==> src/rtl/lsp_pkg.sv <==
`default_nettype none
package lsp_pkg;

   localparam int LSP_ADDR_W = 32;
   localparam int LSP_DATA_W = 32;
   localparam int LSP_BE_W = 4;
   localparam int LSP_MAX_OUTSTANDING = 2;
   localparam logic [1:0] LSP_OUT_CNT_RST = 2'h0;
   localparam logic [3:0] LSP_BE_NONE = 4'h0;
   localparam logic [3:0] LSP_BE_WORD = 4'hf;
   localparam logic [3:0] LSP_BE_HALF = 4'h3;
   localparam logic [3:0] LSP_BE_BYTE = 4'h1;
   localparam logic [1:0] LSP_WORD_OFS_W = 2'h0;

   typedef enum logic [1:0] {
      LSP_SIZE_BYTE,
      LSP_SIZE_HALF,
      LSP_SIZE_WORD
   } lsp_size_e;

   // Core-side operation request
   typedef struct packed {
      logic [31:0] base;
      logic [31:0] offset;
      logic post_inc;
      logic write;
      lsp_size_e size;
      logic sign_ext;
      logic [31:0] wdata;
   } lsp_op_s;

   // Bus address phase
   typedef struct packed {
      logic [31:0] addr;
      logic we;
      logic [3:0] be;
      logic [31:0] wdata;
   } lsp_addr_s;

   // Core-side result
   typedef struct packed {
      logic [31:0] rdata;
      logic [31:0] base_wb;
      logic base_wb_en;
   } lsp_res_s;

endpackage
`default_nettype wire

==> src/rtl/lsp_load_store_unit.sv <==
// Summary of operation
// - Loads and stores of words, halfwords and bytes are supported.
// - At most two granted transactions await response; no request queue.
// - Request stays high until grant seen high for one cycle.
// - Address phase signals hold stable until the cycle after grant.
// - Write enable high for stores, low for loads, with request.
// - Four-bit byte enable marks lanes accessed, with request.
// - Store data word presented with request through address phase.
// - Transaction accepted only when request and grant both high.
// - Optional id, user, ready and error signals are not implemented.
// - No misaligned exception; misaligned accesses handled in hardware.
// - Split non-aligned words and word-crossing halfwords into two transactions.
// - Split access issues lower address part first.
// - Post-increment uses base address, writes back base plus offset.
`timescale 1ns/100ps
`default_nettype none
module lsp_load_store_unit
   import lsp_pkg::*;
#(
   parameter bit custom_isa_extension_enable = 1'b0
) (
   input wire logic core_clk, // Clock
   input wire logic sys_rst, // Sync reset, active high
   input wire logic op_valid, // Operation offered
   output logic op_ready, // Operation accepted
   input wire lsp_op_s op, // Operation fields
   output logic res_valid, // Result pulse
   output lsp_res_s res, // Result data
   output logic mem_req, // Bus request
   input wire logic mem_gnt, // Bus grant
   output lsp_addr_s mem_out, // Address phase
   input wire logic mem_rvalid, // Response valid
   input wire logic [31:0] mem_rdata // Response data
);

   typedef enum logic [1:0] {
      LSP_IDLE,
      LSP_REQ_LO,
      LSP_REQ_HI,
      LSP_WAIT
   } lsp_state_e;

   lsp_state_e state, next_state;
   lsp_addr_s mem_out_r, next_mem_out;
   logic [31:0] hi_addr, next_hi_addr;
   logic [3:0] hi_be, next_hi_be;
   logic [31:0] hi_wdata, next_hi_wdata;
   logic split, next_split;
   logic [1:0] ofs, next_ofs;
   lsp_size_e size, next_size;
   logic sext, next_sext;
   logic wr, next_wr;
   logic [31:0] lo_data, next_lo_data;
   logic got_lo, next_got_lo;
   logic [1:0] outst, next_outst;
   logic res_v, next_res_v;
   lsp_res_s res_r, next_res;

   logic [31:0] eff_addr;
   logic [7:0] be_wide;
   logic [63:0] wd_wide;
   logic [63:0] rd_wide;
   logic [31:0] rd_shift;
   logic accept;
   logic granted;

   function automatic logic [3:0] size_be(input lsp_size_e s);
      unique case (s)
         LSP_SIZE_BYTE: size_be = LSP_BE_BYTE;
         LSP_SIZE_HALF: size_be = LSP_BE_HALF;
         default: size_be = LSP_BE_WORD;
      endcase
   endfunction

   assign eff_addr = op.post_inc && custom_isa_extension_enable ? op.base : op.base + op.offset;
   assign be_wide = {4'h0, size_be(op.size)} << eff_addr[1:0];
   assign wd_wide = {32'h0, op.wdata} << {eff_addr[1:0], 3'h0};
   assign op_ready = (state == LSP_IDLE) && !res_v;
   assign accept = op_valid && op_ready;
   assign granted = mem_req && mem_gnt;
   assign mem_req = (state == LSP_REQ_LO) || (state == LSP_REQ_HI);
   assign mem_out = mem_out_r;
   assign res_valid = res_v;
   assign res = res_r;
   assign rd_wide = {mem_rdata, lo_data};
   assign rd_shift = split ? 32'(rd_wide >> {ofs, 3'h0}) : mem_rdata >> {ofs, 3'h0};

   always_comb begin
      next_state = state;
      next_mem_out = mem_out_r;
      next_hi_addr = hi_addr;
      next_hi_be = hi_be;
      next_hi_wdata = hi_wdata;
      next_split = split;
      next_ofs = ofs;
      next_size = size;
      next_sext = sext;
      next_wr = wr;
      next_lo_data = lo_data;
      next_got_lo = got_lo;
      next_outst = outst;
      next_res_v = 1'b0;
      next_res = res_r;
      next_res.base_wb_en = 1'b0;
      if (granted && !(mem_rvalid && outst != 2'h0)) begin
         next_outst = outst + 2'h1;
      end else if (!granted && mem_rvalid && outst != 2'h0) begin
         next_outst = outst - 2'h1;
      end
      unique case (state)
         LSP_IDLE: begin
            if (accept) begin
               next_split = be_wide[7:4] != LSP_BE_NONE;
               next_ofs = eff_addr[1:0];
               next_size = op.size;
               next_sext = op.sign_ext;
               next_wr = op.write;
               next_got_lo = 1'b0;
               next_mem_out.addr = {eff_addr[31:2], LSP_WORD_OFS_W};
               next_mem_out.we = op.write;
               next_mem_out.be = be_wide[3:0];
               next_mem_out.wdata = wd_wide[31:0];
               next_hi_addr = {eff_addr[31:2] + 30'h1, LSP_WORD_OFS_W};
               next_hi_be = be_wide[7:4];
               next_hi_wdata = wd_wide[63:32];
               next_res.base_wb = op.base + op.offset;
               next_state = LSP_REQ_LO;
            end
         end
         LSP_REQ_LO: begin
            if (granted) begin
               if (split) begin
                  next_mem_out.addr = hi_addr;
                  next_mem_out.be = hi_be;
                  next_mem_out.wdata = hi_wdata;
                  next_state = LSP_REQ_HI;
               end else begin
                  next_state = LSP_WAIT;
               end
            end
         end
         LSP_REQ_HI: begin
            if (granted) begin
               next_state = LSP_WAIT;
            end
         end
         LSP_WAIT: begin
            if (outst == 2'h0) begin
               next_state = LSP_IDLE;
            end
         end
      endcase
      // First response of a split is the low part
      if (mem_rvalid && outst != 2'h0) begin
         if (split && !got_lo) begin
            next_got_lo = 1'b1;
            next_lo_data = mem_rdata;
         end else begin
            next_res_v = 1'b1;
            if (wr) begin
               next_res.rdata = 32'h0;
            end else begin
               unique case (size)
                  LSP_SIZE_BYTE: next_res.rdata = {{24{sext & rd_shift[7]}}, rd_shift[7:0]};
                  LSP_SIZE_HALF: next_res.rdata = {{16{sext & rd_shift[15]}}, rd_shift[15:0]};
                  default: next_res.rdata = rd_shift;
               endcase
            end
         end
      end
      if (accept) begin
         next_res.base_wb_en = custom_isa_extension_enable && op.post_inc;
      end
   end

   always_ff @(posedge core_clk) begin
      if (sys_rst) begin
         state <= LSP_IDLE;
         mem_out_r <= '0;
         hi_addr <= '0;
         hi_be <= '0;
         hi_wdata <= '0;
         split <= 1'b0;
         ofs <= 2'h0;
         size <= LSP_SIZE_WORD;
         sext <= 1'b0;
         wr <= 1'b0;
         lo_data <= '0;
         got_lo <= 1'b0;
         outst <= LSP_OUT_CNT_RST;
         res_v <= 1'b0;
         res_r <= '0;
      end else begin
         state <= next_state;
         mem_out_r <= next_mem_out;
         hi_addr <= next_hi_addr;
         hi_be <= next_hi_be;
         hi_wdata <= next_hi_wdata;
         split <= next_split;
         ofs <= next_ofs;
         size <= next_size;
         sext <= next_sext;
         wr <= next_wr;
         lo_data <= next_lo_data;
         got_lo <= next_got_lo;
         outst <= next_outst;
         res_v <= next_res_v;
         res_r <= next_res;
      end
   end

   AST_REQ_HOLD: assert property (@(posedge core_clk) disable iff (sys_rst)
      mem_req && !mem_gnt |=> mem_req)
      else $error("request dropped before grant");
   AST_ADDR_STABLE: assert property (@(posedge core_clk) disable iff (sys_rst)
      mem_req && !mem_gnt |=> $stable(mem_out))
      else $error("address phase changed while pending");
   AST_MAX_OUT: assert property (@(posedge core_clk) disable iff (sys_rst)
      outst <= 2'(LSP_MAX_OUTSTANDING))
      else $error("too many outstanding transactions");
   AST_WE_MATCH: assert property (@(posedge core_clk) disable iff (sys_rst)
      mem_req |-> mem_out.we == wr)
      else $error("write enable does not match operation");
   AST_BE_NONZERO: assert property (@(posedge core_clk) disable iff (sys_rst)
      mem_req |-> mem_out.be != LSP_BE_NONE)
      else $error("request with no byte enabled");
   AST_WORD_ADDR: assert property (@(posedge core_clk) disable iff (sys_rst)
      mem_req |-> mem_out.addr[1:0] == LSP_WORD_OFS_W)
      else $error("bus address not word aligned");
   AST_SPLIT_ORDER: assert property (@(posedge core_clk) disable iff (sys_rst)
      state == LSP_REQ_LO && granted && split |=> mem_req && mem_out.addr == $past(mem_out.addr) + 32'h4)
      else $error("split high part not at next word");
   AST_SINGLE: assert property (@(posedge core_clk) disable iff (sys_rst)
      state == LSP_REQ_LO && granted && !split |=> !mem_req)
      else $error("unsplit access issued twice");
   AST_ACCEPT: assert property (@(posedge core_clk) disable iff (sys_rst)
      mem_req && !mem_gnt |=> outst == $past(outst) - 2'($past(mem_rvalid) && $past(outst) != 2'h0))
      else $error("count moved without grant");
   AST_BASE_WB: assert property (@(posedge core_clk) disable iff (sys_rst)
      accept |=> res_r.base_wb == $past(op.base) + $past(op.offset))
      else $error("post increment writeback wrong");

endmodule
`default_nettype wire

==> config.mk <==
export PLATFORM = sky130hd
export DESIGN_NAME = lsp_load_store_unit
export DESIGN_NICKNAME = d
export VERILOG_FILES = /design/src/rtl/lsp_pkg.sv /design/src/rtl/lsp_load_store_unit.sv
export SDC_FILE = /design/constraint.sdc
export NUM_CORES = 1
export LEC_CHECK = 0
export BUFFER_PORTS_ARGS = -buffer_cell sky130_fd_sc_hd__buf_2
export CELL_PAD_IN_SITES_DETAIL_PLACEMENT = 1
export CELL_PAD_IN_SITES_GLOBAL_PLACEMENT = 2
export CORE_MARGIN = 2
export CORE_UTILIZATION = 29
export CTS_CLUSTER_SIZE = 25
export DETAILED_ROUTE_END_ITERATION = 16
export PLACE_DENSITY_LB_ADDON = 0.15
export SLEW_MARGIN = 20
export SYNTH_ARGS = -nofsm -noshare
export SYNTH_HDL_FRONTEND = slang
export SYNTH_SLANG_ARGS = --single-unit
==> constraint.sdc <==
create_clock -name core_clk -period 3.5 [get_ports core_clk]
set_input_delay 0.525 -clock core_clk [delete_from_list [all_inputs] [get_ports core_clk]]
set_output_delay 0.525 -clock core_clk [all_outputs]
set_load 0.1 [all_outputs]
* Word-level counts from Yosys, hierarchy flattened
Cells that the tools add are included.
Word-level totals: bits of input ports 138, ROM bits 0, memories 0, bits in latches 0, RAM bits 0, word-level logic and storage cells 92, output and inout bits 137, bits in registers 244
Operators by class: shifts and indexed selects 4, multipliers 0, reductions and logical operators 27, bitwise gates (word level) 4, equal/unequal tests 10, muxes and demuxes 24, div/mod/pow operators 0, add/sub/neg operators 4, magnitude comparators 0
Operators by type and width (count):
- 2-to-1 mux 32 bit | 4
- case mux 32 bit (2 select lines) | 2
- 2-to-1 mux 36 bit | 2
- case mux 36 bit (2 select lines) | 1
- 2-to-1 mux 69 bit | 1
- left shift 32 x 5 -> 64 bit | 1
- >> shifter 64 x 5 -> 32 bit | 1
- adder 32 bit | 1
- >> shifter 32 x 5 -> 32 bit | 1
- adder 30 x 1 -> 30 bit, second input constant | 1
- 2-to-1 mux 2 bit | 6
- != test 2 bit, second input constant | 5
- logical AND 1 bit | 8
- logical NOT 2 bit | 4
- case mux 2 bit (4 select lines) | 1
- case mux 4 bit (2 select lines) | 1
- AND reduction 4 bit | 2
- left shift 4 x 2 -> 8 bit | 1
- equality test 2 x 1 -> 1 bit, second input constant | 3
- 2-to-1 mux 1 bit | 6
- AND reduction 2 bit | 3
- nonzero test 2 bit | 3
- equality test 2 bit, second input constant | 2
- logical NOT 1 bit | 4
- 7 further kinds | 9

* Depth between registers and ports, before layout
depth in word-level cells 8, depth in mapped cells 12, gate-level depth less buffers 12

* Least setup slack after synthesis
Ideal clock, no wire load.
path type register -> register, start point reg res_v (netlist: res_valid), end point reg mem_out_r (netlist bit mem_out[16]), cell stages (with the launch flop) 8, library setup time 0.078 ns, period minus slack after synthesis 4.076 ns, path buffers 2, slack -0.576 ns, data arrival time 3.998 ns, data required time 3.422 ns, path through dfxtp_1 -> nor2b_1 -> nand2_1 -> a221oi_1 -> clkbuf_1 -> clkbuf_1 -> nor2_1 -> nor3_1
On the way: longest elaborated chain between the ends 5
RTL lines:
- from (decl) | RTL line lsp_load_store_unit.sv:56 | logic res_v, next_res_v;
- from (signal assigned) | RTL line lsp_load_store_unit.sv:207 | res_v <= next_res_v;
- logical NOT 1 bit | RTL line lsp_load_store_unit.sv:78 | assign op_ready = (state == LSP_IDLE) && !res_v;
- logical AND 1 bit | RTL line lsp_load_store_unit.sv:78
- named net op_ready | RTL line lsp_load_store_unit.sv:25 | output logic op_ready,
- logical AND 1 bit | RTL line lsp_load_store_unit.sv:79 | assign accept = op_valid && op_ready;
- != test 2 bit (no source line)
- AND reduction 4 bit (no source line)
- to (signal assigned) | RTL line lsp_load_store_unit.sv:195 | mem_out_r <= next_mem_out;
- to (decl) | RTL line lsp_load_store_unit.sv:44 | lsp_addr_s mem_out_r, next_mem_out;
The timed path passes the listed nets, and every way through them passes these cells. A chain may end at the register's enable or synchronous reset.

* Worst setup path in the final report
start point in op[37] (netlist name), end point reg hi_addr[31]
On the way: longest elaborated chain between the ends 2
RTL lines:
- from (decl) | RTL line lsp_load_store_unit.sv:26 | input wire lsp_op_s op,
- adder 32 bit | RTL line lsp_load_store_unit.sv:75 | assign eff_addr = op.post_inc && custom_isa_extension_enable ? op.base : op.base + op.offset;
- adder 30 x 1 -> 30 bit | RTL line lsp_load_store_unit.sv:123 | next_hi_addr = {eff_addr[31:2] + 30'h1, LSP_WORD_OFS_W};
- to (signal assigned) | RTL line lsp_load_store_unit.sv:196 | hi_addr <= next_hi_addr;
- to (decl) | RTL line lsp_load_store_unit.sv:45 | logic [31:0] hi_addr, next_hi_addr;
Every way passes these cells.

==> flow_metrics.py <==
metrics = {
    "setup_path": {
        "r2r_slack_ns": 0.71,
        "path_common_cell": "nand4_1",
        "path_buf_inv": 1,
        "worst_path_max_delay_cell": "fa_2",
        "path_cells": "buf_2 -> ha_1 -> fa_2 -> a211oi_2 -> o21ai_4 -> a41oi_4 -> a21boi_0 -> and4b_2 -> nand4_1 -> nor4_4 -> nand4_1 -> or2_0 -> a31oi_1",
        "start_kind": "input port",
        "critical_path_class": "input port to flop",
        "worstPathMaxFanout": 5,
        "end_kind": "flop",
        "critPathMaxStageDelay_ns": 0.38,
        "worstPathRequired_ns": 3.99,
        "arrival_ns": 3.72,
        "cp_top_family": "simple AND/OR/NAND/NOR gates",
    },
    "drt": {
        "via_count": 13300,
        "dr.pass1.iters": 5,
        "wl_per_cell_um": 19.1,
        "wirelength_um": 48900,
        "drtAntennaViolNets": 0,
        "via_per_inst": 5.17,
        "drtIter0Drc": 532,
        "drcViolationCount": 0,
    },
    "cts": {
        "ctsResizeCount": 0,
        "clkTransAtPathRegs_ns": 0.06,
        "cts_tree": "yes",
        "postCtsSetupRepairBufs": 0,
        "clkSinkCount": 230,
        "clockRootBuffer": "clkbuf_16",
        "cts.path.max_buffers": 3,
        "htree_levels": 1,
        "clkLatencyLatePin_ns": 0.56,
        "cts.hold.buffers_added": 0,
        "cts-buffers-inserted": 28,
    },
    "floorplan": {
        "dieHeight_um": 215,
        "die_x_um": 215,
        "start_util_pct": 29.3,
        "dieArea_um2": 46300,
        "core_um2": 44100,
        "num_io_pins": 275,
        "rows": 77,
    },
    "synthesis": {
        "synth.cell_area_um2": 12900,
        "yosys.area_share.adder_pct": 3.64,
        "async_flop_share_pct": 0,
        "ys_seq_area_share_pct": 35.6,
        "yosys-top-cells-area": "dfxtp_1 36%, nand2_1 7.3%, a21oi_1 6.0%",
        "synth_cell_types": 78,
        "yosys_warnings": 0,
        "synth_ff_type": "dfxtp_1",
        "synth.area.mux_share_pct": 7.58,
        "synth_compound_area_share_pct": 24.9,
        "syn_avg_cell_area_um2": 7.92,
        "synth_edf_count": 0,
        "ys_top_cells_by_count": "253 x nand2_1, 230 x dfxtp_1, 197 x nor2_1",
        "synth_top_area_share_pct": 35.6,
        "synth-xor-area-share_pct": 3.04,
        "synth_top_family_by_area": "compound AO/OA/AOI/OAI gates",
        "ys_ff_latch": 230,
        "synth-simple-area-share_pct": 20.7,
        "synth_most_common_cell": "nand2_1",
        "synthCells": 1634,
        "yosys.area.top_type": "dfxtp_1",
    },
    "global_routing": {
        "overflow": 0,
        "grt_max_degree": 97,
        "grt_pass1_vias": 13500,
        "antenna_found_initial": 0,
        "grt_pass1_wl_um": 77000,
        "grt_usage_pct": 20.6,
    },
    "placement": {
        "dpl.hpwl_um": 35900,
        "placedCellCount": 2515,
        "place_ws_ns": -0.333,
        "globalplace.congestion": 0.809,
        "io_buffers": 270,
    },
    "timing": {
        "holdWs_ns": 0.213,
        "slew_viol_final": 0,
        "max_freq_ghz": 0.309,
        "final-setup-viol-count": 0,
        "fin_crit_sh_pct": 92.4,
        "worst_pin_slew_ns": 0.882,
        "period_needed_ns": 3.23,
        "grt_setup_unrepaired": "false",
        "slew_headroom_pct": 41.1,
        "layout_setup_ws_ns": 0.267,
        "skew_ns": 0.00723,
        "hold_violations": 0,
    },
    "run": {
        "drv_cap": 0,
    },
    "hold_path": {
        "min_path_type": "input port to flop",
    },
    "finish": {
        "syn_to_final_growth_pct": 28.8,
        "drive_above_1_share_pct": 27.4,
        "finalNonFillerCells": 2564,
        "diodes": 0,
        "nFillCells": 5458,
        "nets": 2128,
    },
    "status": {
        "status": "finished clean",
    },
    "pwr": {
        "vdd_drop_max_mv": 0.552,
        "total_leakage_power_uw": 0.00682,
        "power_per_cell_area_nw_per_um2": 827,
        "p_total_uw": 13800,
    },
}
-- flip-flops by register name (all words and copies together), names as in the netlist, 2 cells and up --
| signal | count |
|---|---|
| hi_addr | 30 |
| hi_be | 3 |
| hi_wdata | 24 |
| lo_data | 32 |
| mem_out | 66 |
| outst | 2 |
| res | 63 |
| size | 2 |
| state | 2 |
-- cells by family after synthesis --
group                      Yosys count
and+or+nand+nor                    605
DFF                                230
muxes                               84
buffers and inverters              149
AOI/OAI and AO/OA                  484
xor gates and xnor gates            44
other                                1
adders and majority gates           37
-- through the flow --
stage               setup TNS [ns]  utilization [%]  cell area [um2]
floorplan                 -0.00278                -            12900
global placement             -1.70             35.6            15700
detailed placement           -2.67             35.6            15700
CTS                              0             37.7            16700
global route                     0             37.8            16700
finish                           0             37.8            16700
-- routing by layer --
layer | global-route usage, % | vias to the layer above | share of wire (%)
met5 | 0 | - | 0
met4 | 4.09 | 0 | 1.5
li1 | - | 6499 | -
met1 | 27.6 | 6484 | 47
met3 | 2.07 | 44 | 3.2
met2 | 35.9 | 236 | 48
-- power breakdown --
| group | internal (uW) | total, uW | switching [uW] |
|---|---|---|---|
| clock network | 1780 | 2960 | 1180 |
| logic | 1910 | 7340 | 5430 |
| registers | 3140 | 3470 | 325 |
-- cells in the final DEF (no fill, tap or decap), types with 6 or more instances in the layout --
cell	n
buf_2	269
nand2_1	252
dfxtp_1	229
nor2_1	195
a21oi_1	155
buf_4	146
o21ai_0	92
mux2i_1	44
nor3_1	44
a22oi_1	43
a211oi_1	38
nand3_1	38
ha_1	35
a221oi_1	34
mux2_2	32
clkbuf_16	28
o211ai_1	26
xor2_1	25
xnor2_1	18
nand4_1	17
a221o_1	17
inv_1	15
a21o_1	11
o21a_1	10
nand2b_1	8
mux4_2	8
clkbuf_8	8
nor2b_1	7
clkbuf_1	7
and3_1	6
or3_1	6
-- worst min-delay path, cell delays in order --
cell     delay (ns)
buf_2          0.10
nand2_1        0.05
a21oi_1        0.05
-- final timing paths --
check,from,to,depth (start not counted)
hold reg to reg,hi_wdata[14],hi_wdata[14],2
setup / recovery,op[37],hi_addr[31],13
setup reg to reg,state[1],mem_out[62],9
hold / removal,op[32],sext,3
-- layout make-up --
| cell class | instances | area [um2] | share of cell area, % |
|---|---|---|---|
| timing repair buffer | 419 | 2510 | 15.1 |
| tap | 592 | 741 | 4.45 |
| inverter | 17 | 63.8 | 0.383 |
| clock inverter | 6 | 93.8 | 0.563 |
| multi-input combinational | 1257 | 7800 | 46.8 |
| clock buffer | 43 | 837 | 5.02 |
| sequential | 230 | 4610 | 27.6 |
Note: power is estimated with default switching activity, not from simulation.
